**config.mk**
```make
export PLATFORM = sky130hd
export DESIGN_NAME = cfu_top
export DESIGN_NICKNAME = d
export VERILOG_FILES = /design/src/cfu_pkg.sv /design/src/cfu_float_sub.sv /design/src/cfu_top.sv
export SDC_FILE = /design/constraint.sdc
export NUM_CORES = 1
export LEC_CHECK = 0
export BUFFER_PORTS_ARGS = -buffer_cell sky130_fd_sc_hd__buf_4
export CAP_MARGIN = 20
export CORE_MARGIN = 5
export CORE_UTILIZATION = 40
export CTS_CLUSTER_DIAMETER = 30
export DETAILED_ROUTE_END_ITERATION = 7
export GPL_TIMING_DRIVEN = 0
export SLEW_MARGIN = 20
export SYNTH_ARGS = -nofsm -noshare
export SYNTH_HDL_FRONTEND = slang
export SYNTH_HIERARCHICAL = 1
export SYNTH_SLANG_ARGS = --single-unit
```
**constraint.sdc**
```tcl
create_clock -name clk_i -period 34 [get_ports clk_i]
set_clock_uncertainty 0.1 [all_clocks]
set_input_delay 5.1 -clock clk_i [delete_from_list [all_inputs] [get_ports clk_i]]
set_output_delay 5.1 -clock clk_i [all_outputs]
set_load 0.01 [all_outputs]
```
**src/cfu_pkg.sv**
```systemverilog
/*
 Package of the compare flag unit: register map, field layouts, reset values,
 operation and mode encodings. Assumes a 32-bit classic Wishbone register bus.
*/
package cfu_pkg;

    localparam int unsigned CFU_DW = 32;
    localparam int unsigned CFU_AW = 8;

    // Register byte offsets
    localparam logic [7:0] CFU_OFS_CTRL = 8'h00;
    localparam logic [7:0] CFU_OFS_OPA = 8'h04;
    localparam logic [7:0] CFU_OFS_OPB = 8'h08;
    localparam logic [7:0] CFU_OFS_FLAGS = 8'h0C;
    localparam logic [7:0] CFU_OFS_DIFF = 8'h10;
    localparam logic [7:0] CFU_OFS_IRQ_STAT = 8'h14;
    localparam logic [7:0] CFU_OFS_IRQ_MASK = 8'h18;

    // Control register fields
    localparam int unsigned CFU_CTRL_GO = 0;
    localparam int unsigned CFU_CTRL_OP = 1;
    localparam int unsigned CFU_CTRL_MODE_LO = 2;
    localparam int unsigned CFU_CTRL_OVM = 4;
    localparam int unsigned CFU_CTRL_SRC1_MODE_LO = 8;
    localparam int unsigned CFU_CTRL_SRC2_MODE_LO = 10;
    localparam int unsigned CFU_CTRL_REG_LO = 16;
    localparam int unsigned CFU_CTRL_DST_LO = 24;

    // Flag register fields
    localparam int unsigned CFU_FLG_C = 0;
    localparam int unsigned CFU_FLG_V = 1;
    localparam int unsigned CFU_FLG_Z = 2;
    localparam int unsigned CFU_FLG_N = 3;
    localparam int unsigned CFU_FLG_UF = 4;
    localparam int unsigned CFU_FLG_LV = 5;
    localparam int unsigned CFU_FLG_LUF = 6;
    localparam int unsigned CFU_FLG_W = 7;

    localparam logic [6:0] CFU_FLAGS_RST = 7'h00;
    localparam logic [31:0] CFU_WORD_RST = 32'h0000_0000;
    localparam logic [1:0] CFU_IRQ_RST = 2'h0;

    // Interrupt status bits
    localparam int unsigned CFU_IRQ_DONE = 0;
    localparam int unsigned CFU_IRQ_EXC = 1;
    localparam int unsigned CFU_IRQ_W = 2;

    // Largest register numbers per compare
    localparam logic [4:0] CFU_FREG_MAX = 5'h07;
    localparam logic [4:0] CFU_IREG_MAX = 5'h1B;

    // Execute takes one cycle
    localparam int unsigned CFU_EXEC_CYCLES = 1;

    typedef enum logic
    {
        CFU_OP_FLOAT = 1'b0,
        CFU_OP_INT = 1'b1
    } cfu_op_e;

    typedef enum logic [1:0]
    {
        CFU_GM_REGISTER = 2'h0,
        CFU_GM_DIRECT = 2'h1,
        CFU_GM_INDIRECT = 2'h2,
        CFU_GM_IMMEDIATE = 2'h3
    } cfu_gmode_e;

    typedef struct packed
    {
        logic sticky_underflow_flag;
        logic lv;
        logic uf;
        logic n;
        logic z;
        logic v;
        logic c;
    } cfu_flags_s;

    typedef struct packed
    {
        logic [31:0] diff;
        logic n;
        logic z;
        logic v;
        logic uf;
        logic c;
    } cfu_result_s;

endpackage

```
**src/cfu_float_sub.sv**
```systemverilog
/*
 Combinational float subtractor for the compare unit: a - b on the core's
 32-bit float word (8-bit two's-complement exponent, 24-bit signed mantissa
 with implied leading bit). Exponent -128 denotes zero.
*/
`timescale 1ns/1ps
`default_nettype none
module cfu_float_sub
    import cfu_pkg::*;
(
    input wire logic [31:0] a_i,
    input wire logic [31:0] b_i,
    output cfu_result_s res_o
);

    logic signed [9:0] ea;
    logic signed [9:0] eb;
    logic signed [26:0] ma;
    logic signed [26:0] mb;
    logic signed [27:0] sum;
    logic signed [9:0] eres;
    logic [27:0] mag;
    logic [9:0] sh;
    logic [27:0] norm;
    logic [9:0] dexp;

    // Full mantissa: implied bit is 1 for positive, 0 for negative values
    function automatic logic signed [26:0] mant(input logic [31:0] w);
        logic signed [26:0] m;
        m = 27'sh0;
        if (w[31:24] != 8'h80)
        begin
            m = $signed({w[23], ~w[23], w[22:0], 2'b00});
        end
        return m;
    endfunction

    always_comb
    begin
        ea = $signed({{2{a_i[31]}}, a_i[31:24]});
        eb = $signed({{2{b_i[31]}}, b_i[31:24]});
        ma = mant(a_i);
        mb = mant(b_i);
        // Align the smaller operand; bits shifted past the guard are dropped
        if (ma == 27'sh0)
        begin
            eres = eb;
        end
        else if (mb == 27'sh0 || ea >= eb)
        begin
            eres = ea;
            mb = (ea - eb > 10'sd26) ? 27'sh0 : (mb >>> (ea - eb));
        end
        else
        begin
            eres = eb;
            ma = (eb - ea > 10'sd26) ? 27'sh0 : (ma >>> (eb - ea));
        end
        sum = 28'(ma) - 28'(mb);
        mag = sum[27] ? 28'(-sum) : sum;
        sh = 10'h000;
        for (int i = 0; i < 28; i++)
        begin
            if (mag[i])
            begin
                sh = 10'(27 - i);
            end
        end
        norm = mag << sh;
        // Mantissa weight is 2^-25 and the shift parks the leading one on bit 27
        dexp = 10'(eres + 10'sd2 - $signed(sh));
        res_o.n = sum[27];
        res_o.z = (sum == 28'sh0);
        res_o.c = 1'b0;
        res_o.v = !res_o.z && ($signed(dexp) > 10'sd127);
        res_o.uf = !res_o.z && ($signed(dexp) < -10'sd127);
        if (res_o.z || res_o.uf)
        begin
            res_o.diff = 32'h8000_0000;
        end
        else
        begin
            res_o.diff = {dexp[7:0], sum[27], norm[26:4]};
        end
    end

endmodule
`default_nettype wire

```
**src/cfu_top.sv**
```systemverilog
/*
 Compare flag unit: executes the float three-operand compare and the integer
 compare, updating condition and sticky flags, behind a classic Wishbone slave.
 Assumes the decoder/pipeline has already fetched both operand values.
*/
// Notes on behaviour
// - Float compare computes first source minus second; no register is written.
// - Float compare treats both sources as floating-point values.
// - Float compare is decoded in the three-operand format.
// - First source mode 00/10 register 0-7, 01/11 indirect.
// - Second source mode 00/01 register 0-7, 10/11 indirect.
// - Negative and zero flags follow the difference for both compares.
// - Float compare sets overflow on float overflow, clears it otherwise.
// - Float compare sets underflow on float underflow; carry unchanged.
// - Float overflow sets sticky overflow; otherwise it keeps its value.
// - Float underflow sets sticky underflow; otherwise it keeps its value.
// - Overflow-saturation mode bit changes nothing in either compare.
// - Integer compare computes destination minus source; destination unmodified.
// - Integer compare treats operands as signed two's-complement integers.
// - Integer source mode 00 reg, 01 direct, 10 indirect, 11 immediate; regs 0-27.
// - Integer compare sets overflow on signed overflow, clears it otherwise.
// - Integer compare sets carry on borrow, clears it otherwise.
// - Integer overflow sets sticky overflow; underflow forced 0; sticky underflow kept.
`timescale 1ns/1ps
`default_nettype none
module cfu_top
    import cfu_pkg::*;
(
    input wire logic clk_i,
    input wire logic resetn_i,
    input wire logic wb_cyc_i,
    input wire logic wb_stb_i,
    input wire logic wb_we_i,
    input wire logic [CFU_AW-1:0] wb_adr_i,
    input wire logic [3:0] wb_sel_i,
    input wire logic [CFU_DW-1:0] wb_dat_i,
    output logic [CFU_DW-1:0] wb_dat_o,
    output logic wb_ack_o,
    output logic wb_err_o,
    output logic irq_o,
    output cfu_flags_s flags_o,
    output logic done_o
);

    logic [31:0] ctrl_q;
    logic [31:0] ctrl_d;
    logic [31:0] opa_q;
    logic [31:0] opa_d;
    logic [31:0] opb_q;
    logic [31:0] opb_d;
    logic [31:0] diff_q;
    logic [31:0] diff_d;
    cfu_flags_s flg_q;
    cfu_flags_s flg_d;
    logic [CFU_IRQ_W-1:0] ist_q;
    logic [CFU_IRQ_W-1:0] ist_d;
    logic [CFU_IRQ_W-1:0] imsk_q;
    logic [CFU_IRQ_W-1:0] imsk_d;
    logic ack_q;
    logic ack_d;
    logic err_q;
    logic err_d;
    logic [31:0] rdat_q;
    logic [31:0] rdat_d;
    logic done_q;
    logic done_d;

    logic req;
    logic wr;
    logic rd;
    logic mapped;
    logic [31:0] wmask;
    logic [31:0] rword;
    logic go;
    cfu_op_e op;
    logic bad_operand;
    logic src1_reg;
    logic src2_reg;
    logic src_reg;
    logic [4:0] src_num;
    logic [4:0] dst_num;
    logic [1:0] m1;
    logic [1:0] m2;
    logic [1:0] gm;
    cfu_result_s fres;
    cfu_result_s ires;
    logic [32:0] iwide;
    logic [CFU_IRQ_W-1:0] ev;

    // Operand words hold fetched values; the unit never writes them back
    cfu_float_sub u_fsub
    (
        .a_i(opa_q),
        .b_i(opb_q),
        .res_o(fres)
    );

    // Integer subtract: destination minus source, signed
    always_comb
    begin
        iwide = {1'b0, opa_q} - {1'b0, opb_q};
        ires.diff = iwide[31:0];
        ires.n = iwide[31];
        ires.z = (iwide[31:0] == 32'h0000_0000);
        ires.v = (opa_q[31] != opb_q[31]) && (iwide[31] != opa_q[31]);
        ires.c = iwide[32];
        ires.uf = 1'b0;
    end

    // Bus decode; one wait state so ack is registered and drops next cycle
    always_comb
    begin
        req = wb_cyc_i && wb_stb_i && !ack_q && !err_q;
        wr = req && wb_we_i;
        rd = req && !wb_we_i;
        mapped = (wb_adr_i[1:0] == 2'b00) && (wb_adr_i <= CFU_OFS_IRQ_MASK);
        for (int i = 0; i < 4; i++)
        begin
            wmask[i*8 +: 8] = {8{wb_sel_i[i]}};
        end
        case (wb_adr_i)
            CFU_OFS_CTRL: rword = ctrl_q;
            CFU_OFS_OPA: rword = opa_q;
            CFU_OFS_OPB: rword = opb_q;
            CFU_OFS_FLAGS: rword = {25'h0, flg_q};
            CFU_OFS_DIFF: rword = diff_q;
            CFU_OFS_IRQ_STAT: rword = {30'h0, ist_q};
            CFU_OFS_IRQ_MASK: rword = {30'h0, imsk_q};
            default: rword = 32'h0000_0000;
        endcase
    end

    // Instruction decode from the control word
    always_comb
    begin
        op = cfu_op_e'(ctrl_q[CFU_CTRL_OP]);
        m1 = ctrl_q[CFU_CTRL_SRC1_MODE_LO +: 2];
        m2 = ctrl_q[CFU_CTRL_SRC2_MODE_LO +: 2];
        gm = ctrl_q[CFU_CTRL_MODE_LO +: 2];
        go = ctrl_q[CFU_CTRL_GO];
        src_num = ctrl_q[CFU_CTRL_REG_LO +: 5];
        dst_num = ctrl_q[CFU_CTRL_DST_LO +: 5];
        // Three-operand format: bit 0 of src1 mode, bit 1 of src2 mode pick indirect
        src1_reg = !m1[0];
        src2_reg = !m2[1];
        src_reg = (cfu_gmode_e'(gm) == CFU_GM_REGISTER);
        // Register numbers are checked only for register modes; indirect is fetched outside
        case (op)
            CFU_OP_FLOAT:
            begin
                bad_operand = (src1_reg && src_num > CFU_FREG_MAX)
                    || (src2_reg && dst_num > CFU_FREG_MAX);
            end
            CFU_OP_INT:
            begin
                // The destination is always a register
                bad_operand = (src_reg && src_num > CFU_IREG_MAX) || dst_num > CFU_IREG_MAX;
            end
            default:
            begin
                bad_operand = 1'b0;
            end
        endcase
    end

    // Bus answer group: ack or err one cycle after the request is taken
    always_comb
    begin
        ack_d = 1'b0;
        err_d = 1'b0;
        rdat_d = rdat_q;
        // Req is masked while an answer stands, so a strobe held into the answer cycle is not answered twice
        if (req)
        begin
            ack_d = mapped;
            err_d = !mapped;
            rdat_d = rword;
        end
    end

    always_ff @(posedge clk_i or negedge resetn_i)
    begin
        if (!resetn_i)
        begin
            ack_q <= 1'b0;
            err_q <= 1'b0;
            rdat_q <= CFU_WORD_RST;
        end
        else
        begin
            ack_q <= ack_d;
            err_q <= err_d;
            rdat_q <= rdat_d;
        end
    end

    // Register group: control word, operand words and interrupt mask
    always_comb
    begin
        ctrl_d = ctrl_q;
        opa_d = opa_q;
        opb_d = opb_q;
        imsk_d = imsk_q;
        // Go is a one-shot; a write in the same cycle may set it again
        ctrl_d[CFU_CTRL_GO] = 1'b0;
        if (wr && mapped)
        begin
            case (wb_adr_i)
                CFU_OFS_CTRL: ctrl_d = (ctrl_q & ~wmask) | (wb_dat_i & wmask);
                CFU_OFS_OPA: opa_d = (opa_q & ~wmask) | (wb_dat_i & wmask);
                CFU_OFS_OPB: opb_d = (opb_q & ~wmask) | (wb_dat_i & wmask);
                CFU_OFS_IRQ_MASK:
                begin
                    if (wb_sel_i[0])
                    begin
                        imsk_d = wb_dat_i[CFU_IRQ_W-1:0];
                    end
                end
                default: ;
            endcase
        end
    end

    always_ff @(posedge clk_i or negedge resetn_i)
    begin
        if (!resetn_i)
        begin
            ctrl_q <= CFU_WORD_RST;
            opa_q <= CFU_WORD_RST;
            opb_q <= CFU_WORD_RST;
            imsk_q <= CFU_IRQ_RST;
        end
        else
        begin
            ctrl_q <= ctrl_d;
            opa_q <= opa_d;
            opb_q <= opb_d;
            imsk_q <= imsk_d;
        end
    end

    // Execute group: flags, difference and done pulse settle in one cycle
    always_comb
    begin
        diff_d = diff_q;
        flg_d = flg_q;
        done_d = 1'b0;
        ev = '0;
        // The overflow-saturation bit is stored but never consulted
        if (go)
        begin
            done_d = 1'b1;
            ev[CFU_IRQ_DONE] = 1'b1;
            // Sticky flags only gain bits here; reset alone clears them
            case (op)
                CFU_OP_FLOAT:
                begin
                    // Carry has no float meaning, so this branch leaves it alone
                    diff_d = fres.diff;
                    flg_d.n = fres.n;
                    flg_d.z = fres.z;
                    flg_d.v = fres.v;
                    flg_d.uf = fres.uf;
                    flg_d.lv = flg_q.lv | fres.v;
                    flg_d.sticky_underflow_flag = flg_q.sticky_underflow_flag | fres.uf;
                end
                CFU_OP_INT:
                begin
                    diff_d = ires.diff;
                    flg_d.n = ires.n;
                    flg_d.z = ires.z;
                    flg_d.v = ires.v;
                    flg_d.c = ires.c;
                    flg_d.uf = 1'b0;
                    flg_d.lv = flg_q.lv | ires.v;
                end
                default: ;
            endcase
            ev[CFU_IRQ_EXC] = bad_operand | flg_d.v | flg_d.uf;
        end
    end

    always_ff @(posedge clk_i or negedge resetn_i)
    begin
        if (!resetn_i)
        begin
            diff_q <= CFU_WORD_RST;
            flg_q <= CFU_FLAGS_RST;
            done_q <= 1'b0;
        end
        else
        begin
            diff_q <= diff_d;
            flg_q <= flg_d;
            done_q <= done_d;
        end
    end

    // Interrupt group: read clears status, but an event in the same cycle survives
    always_comb
    begin
        ist_d = ist_q;
        if (rd && wb_adr_i == CFU_OFS_IRQ_STAT)
        begin
            ist_d = '0;
        end
        ist_d = ist_d | ev;
    end

    always_ff @(posedge clk_i or negedge resetn_i)
    begin
        if (!resetn_i)
        begin
            ist_q <= CFU_IRQ_RST;
        end
        else
        begin
            ist_q <= ist_d;
        end
    end

    assign wb_ack_o = ack_q;
    assign wb_err_o = err_q;
    assign wb_dat_o = rdat_q;
    assign irq_o = |(ist_q & imsk_q);
    assign flags_o = flg_q;
    assign done_o = done_q;

endmodule
`default_nettype wire

```
==> out/summary.txt, run 1 <==
setup bufs post-CTS -> 0
clk sink count -> 174
final hold vios -> 0
Routed WL per cell -> 26.54 um
first-pass GRT wire length -> 127200 um
Max rail drop VDD -> 0.00003321 V
Worst setup EP type -> register
Pins Over Slew Limit -> 0
hold buffers post-CTS -> 0
Worst path most repeated cell -> nor2_1
DR pass1 iterations -> 7
CP required -> 34260 ps
Pwr Density -> 20.66 mW/mm^2
Core ar. -> 0.04785 mm^2
multi-input logic area -> 0.01405 mm^2
I/O Buffers -> 91
grt ovf -> 0
sequential cell area -> 0.004354 mm^2
WP buf/inv -> 12
post-detail-place hpwl -> 69640 um
post_cts resized -> 0
clk buf depth -> 2
clk root buf -> clkbuf_16
max-cap violations -> 0
DR vias -> 21.70k
Synth Cell Area -> 0.01943 mm^2
path type of the worst setup path -> reg2reg
Fill cells -> 4923
DRT Wirelength -> 86160 um
final worst path period share -> 45.83%
CTS H-tree lvls -> 4
final net count -> 2761
Area growth syn-to-layout -> 10.90%
Post-Syn Instances -> 2507
Antenna Nets Post-Route -> 0
die height -> 230.4 um
worst-margin pin slew -> 1058 ps
Period minus WS final -> 15580 ps
vias in the first global route -> 19.89k
worst min path class -> reg2reg
WHS -> 383.6 ps
fmax -> 64.18 MHz
CP arrival -> 15840 ps
Post-route DRC -> 0
placer congestion estimate -> 1.022
antenna diode count -> 0
Die Width -> 230.4 um
# rows -> 80
Inserted Clock Buffers -> 17
syn avg cell area -> 7.749 um^2
CP max FO -> 10
GRT Total Usage -> 30.95%
layout cells sized above 1 -> 10.76%
CTS clk-pin slew, worst paths -> 80 ps
largest net degree at the start of global routing -> 91
RSZ-0062 raised after global routing -> false
cell family with most CP delay -> compound AO/OA/AOI/OAI gates
Pleak -> 0.009758 uW
Syn. warnings -> 6
initial antenna violation count -> 1
CTS tree -> done
Final setup viols -> 0
CP max stage delay -> 640 ps
drt via density -> 6.685
Worst Setup Start Kind -> register
Slew HR -> 28.85%
slowest CP cell -> nor2_1
die footprint -> 0.05307 mm^2
worst skew pair latency -> 450 ps
outcome -> completed
setup TNS -> 0 ps
Syn Nets -> 2650
DRT iter0 DRCs -> 2794
initial core utilization -> 40.60%
IO Pins -> 92
## cell usage in the layout, fill, tap and decap left out, types with 20 or more instances in the layout
cell type / count
xnor2_1: 63
a221oi_1: 34
inv_1: 92
and2_1: 23
mux2_2: 79
o21a_1: 20
nor3_1: 68
nand4_1: 21
o21ai_0: 179
a22oi_1: 23
nor2b_1: 23
nand2_1: 234
a22o_1: 51
clkbuf_1: 130
and3_1: 26
buf_4: 95
xor2_1: 30
ha_1: 89
a21o_1: 48
a31oi_1: 40
nor2_1: 208
a211oi_1: 39
nand3_1: 76
o211ai_1: 59
dfrtp_1: 174
a21oi_1: 229
mux2i_1: 97
a21boi_0: 21
## final timing paths
check                             from           to  slack, ps  cells past startpoint
min reg2reg                wb_dat_o[5]  wb_dat_o[5]        380                      1
max                           register   diff_q[12]      18420                     56
min                        wb_dat_o[5]  wb_dat_o[5]        380                      1
max in group asynchronous     resetn_i    async pin      28380                      2
min in group asynchronous     resetn_i     wb_err_o       4530                      1
max reg2reg                   register   diff_q[12]      18420                     56
## per-stage QoR
step                      utilization [%]  total power, uW  instance area, um^2  cells  setup slack (ps)
after floorplan                         -            226.9                19430   2507             22430
after global placement              43.64            243.7                20880   3213             19110
after detailed placement            43.74            244.6                20930   3214             18890
after CTS                           45.02            447.0                21540   3246             18810
after global routing                45.03            459.0                21540   3246             17570
final                               45.03            445.1                21540   3246             18420
## metal layers
layer	GRT usage, %	vias to the layer above	wire length, um
met5	0	-	0
met4	9.770	0	3541
met3	5.800	206	8311
met2	47.85	1241	37240
met1	43.92	10615	37070
li1	-	9638	-
## cell type report
type / instances / share of cell area (%)
timing repair buffer: 92 / 3.334
sequential: 174 / 20.21
buffer: 161 / 3.107
inverter: 97 / 1.713
tap: 615 / 3.572
clock buffer: 18 / 2.039
multi-input combinational: 2075 / 65.22
clock inverter: 14 / 0.8015
## report_power, final
group          switching [uW]  internal [uW]
clock                    96.4            107
combinational            22.5           11.7
sequential              0.185            207
(Power assumes the default switching activity.)
==> inputs of run 2 (changes only) <==
Settings changed: ABC_AREA from default to 1.
Clock period 34 ns to 14 ns, I/O delays scaled along.
==> out/summary.txt, run 2 <==
final hold vios -> 0 (unchanged)
setup bufs post-CTS -> 0 (unchanged)
commonest non-fill, non-tap cell in the layout -> nand2_1
Post-Layout Cell Count -> 3888 (+20%)
final worst path period share -> 91.25% (+45 points)
drt via density -> 5.731 (-14%)
worst min path class -> reg2reg
syn avg cell area -> 6.175 um^2 (-20%)
IO Pins -> 92 (unchanged)
Period minus WS final -> 12780 ps (-2805 ps)
CP max FO -> 10 (unchanged)
worst-margin pin slew -> 1005 ps (-52.73 ps)
Inserted Clock Buffers -> 17 (unchanged)
initial antenna violation count -> 0 (-1)
Synth Cell Area -> 0.01945 mm^2 (+0.10%)
dpl cells -> 3856 (+20%)
grt ovf -> 0 (unchanged)
sequential cell area -> 0.004354 mm^2 (unchanged)
Die Width -> 230.5 um (about the same)
DR pass1 iterations -> 6 (-1)
first-pass GRT wire length -> 129000 um (+1.4%)
I/O Buffers -> 91 (unchanged)
DP Area -> 0.02094 mm^2 (about the same)
CTS tree -> done
most frequent cells in the layout -> nand2_1, inv_1, o21ai_0, nand3_1, dfrtp_1
Post-route DRC -> 0 (unchanged)
Post-Syn Instances -> 3149 (+26%)
CTS H-tree lvls -> 4 (unchanged)
hold buffers post-CTS -> 0 (unchanged)
Worst path most repeated cell -> nand2_1
Final Power -> 3247 uW (+630%)
Max rail drop VDD -> 0.0001683 V (+410%)
# rows -> 80 (unchanged)
final net count -> 3403 (+23%)
clk root buf -> clkbuf_16
Worst setup EP type -> register
max-cap violations -> 0 (unchanged)
layout cells sized above 1 -> 9.319% (-1.4 points)
die footprint -> 0.05313 mm^2 (about the same)
fmax -> 78.28 MHz (+22%)
antenna diode count -> 0 (unchanged)
hold wc startpoint -> ctrl_q[0]
Pleak -> 0.01090 uW (+12%)
clk buf depth -> 2 (unchanged)
worst flop-to-flop path endpoint -> diff_q[21]
post_cts resized -> 0 (unchanged)
RSZ-0062 raised after global routing -> false
Pins Over Slew Limit -> 0 (unchanged)
post-detail-place hpwl -> 73190 um (+5.1%)
DRT iter0 DRCs -> 2620 (-6.2%)
initial core utilization -> 40.56% (-0.043 points)
CP required -> 14290 ps (-19970 ps)
die height -> 230.5 um (about the same)
Area growth syn-to-layout -> 10.75%
clk sink count -> 174 (unchanged)
worst skew pair latency -> 460 ps (about the same)
DR vias -> 22.28k (+2.7%)
post-route cell area -> 0.02154 mm^2 (about the same)
path type of the worst setup path -> reg2reg
Slew HR -> 32.29% (+3.4 points)
Syn Nets -> 3292 (+24%)
outcome -> completed
Core ar. -> 0.04795 mm^2 (+0.21%)
vias in the first global route -> 20.78k (+4.5%)
CP arrival -> 13060 ps (-2780 ps)
Routed WL per cell -> 22.28 um (-16%)
Reg2Reg Depth -> 59 (+5.4%)
GRT Total Usage -> 31.60% (+0.64 points)
placer congestion estimate -> 1.040 (+1.8%)
cell count of the worst hold path -> 0 (-1)
largest net degree at the start of global routing -> 95 (+4.4%)
Worst Hold Path EP -> done_o
multi-input logic area -> 0.01276 mm^2 (-9.2%)
flop-to-flop setup slack -> 1220 ps (-17190 ps)
Pwr Density -> 150.8 mW/mm^2 (+630%)
WHS -> 298.6 ps (-85.00 ps)
CP max stage delay -> 750 ps (+110 ps)
DRT Wirelength -> 86610 um (+0.52%)
Syn. warnings -> 6 (unchanged)
Final setup viols -> 0 (unchanged)
setup TNS -> 0 ps (unchanged)
Antenna Nets Post-Route -> 0 (unchanged)
CTS clk-pin slew, worst paths -> 80 ps (about the same)
Worst Setup Start Kind -> register
Fill cells -> 5188 (+5.4%)
slowest CP cell -> nor3b_1
## run 2: layout make-up
class | count | area share [%]
inverters | 448 | 7.808
clock buffers | 18 | 1.993
clock inverters | 14 | 0.7669
plain buffers | 137 | 3.039
flip-flops and latches | 174 | 20.22
well taps | 615 | 3.573
multi-input cells | 2390 | 59.27
repair buffers | 92 | 3.335
## run 2: per-stage QoR
stage                     utilization (%)  worst slack, ps
final                               44.92             1225
after detailed placement            43.68             1646
after floorplan                         -             4941
after global routing                44.92            286.5
after CTS                           44.92             1576
after global placement              43.59             1768
## run 2: how the worst max path moves through the flow
stage,endpoint,slack [ps],start,cells after the start
3_5_place_dp,diff_q[21],1650,register,57
5_1_grt,diff_q[21],290,register,60
4_1_cts,diff_q[21],1580,register,57
6_report,diff_q[21],1220,register,59
2_1_floorplan,diff_q[10],4940,register,58
3_3_place_gp,diff_q[21],1770,register,59
## run 2: where the power goes
group	total, uW	switching, uW	internal, uW
logic	2250	1590	666
registers	503	0.344	503
clock network	491	250	241
## run 2: worst max-delay path, delay by kind of cell, from the launching register on
family / cells / cell delay [ps]
buf+inv: 8 / 1980
flops: 1 / 560
fa+ha+maj: 4 / 1500
xor+xnor: 3 / 930
simple gates: 31 / 5170
compound gates: 13 / 2430
## run 2: routing by layer
metal	part of all wire [%]	wire, um	up-vias	GRT usage [%]
li1	-	-	10572	-
met4	3.1	2704	0	9.004
met5	0	0	-	0
met3	8.3	7147	137	5.554
met2	44	38330	1079	50.09
met1	44	38430	10493	44.38
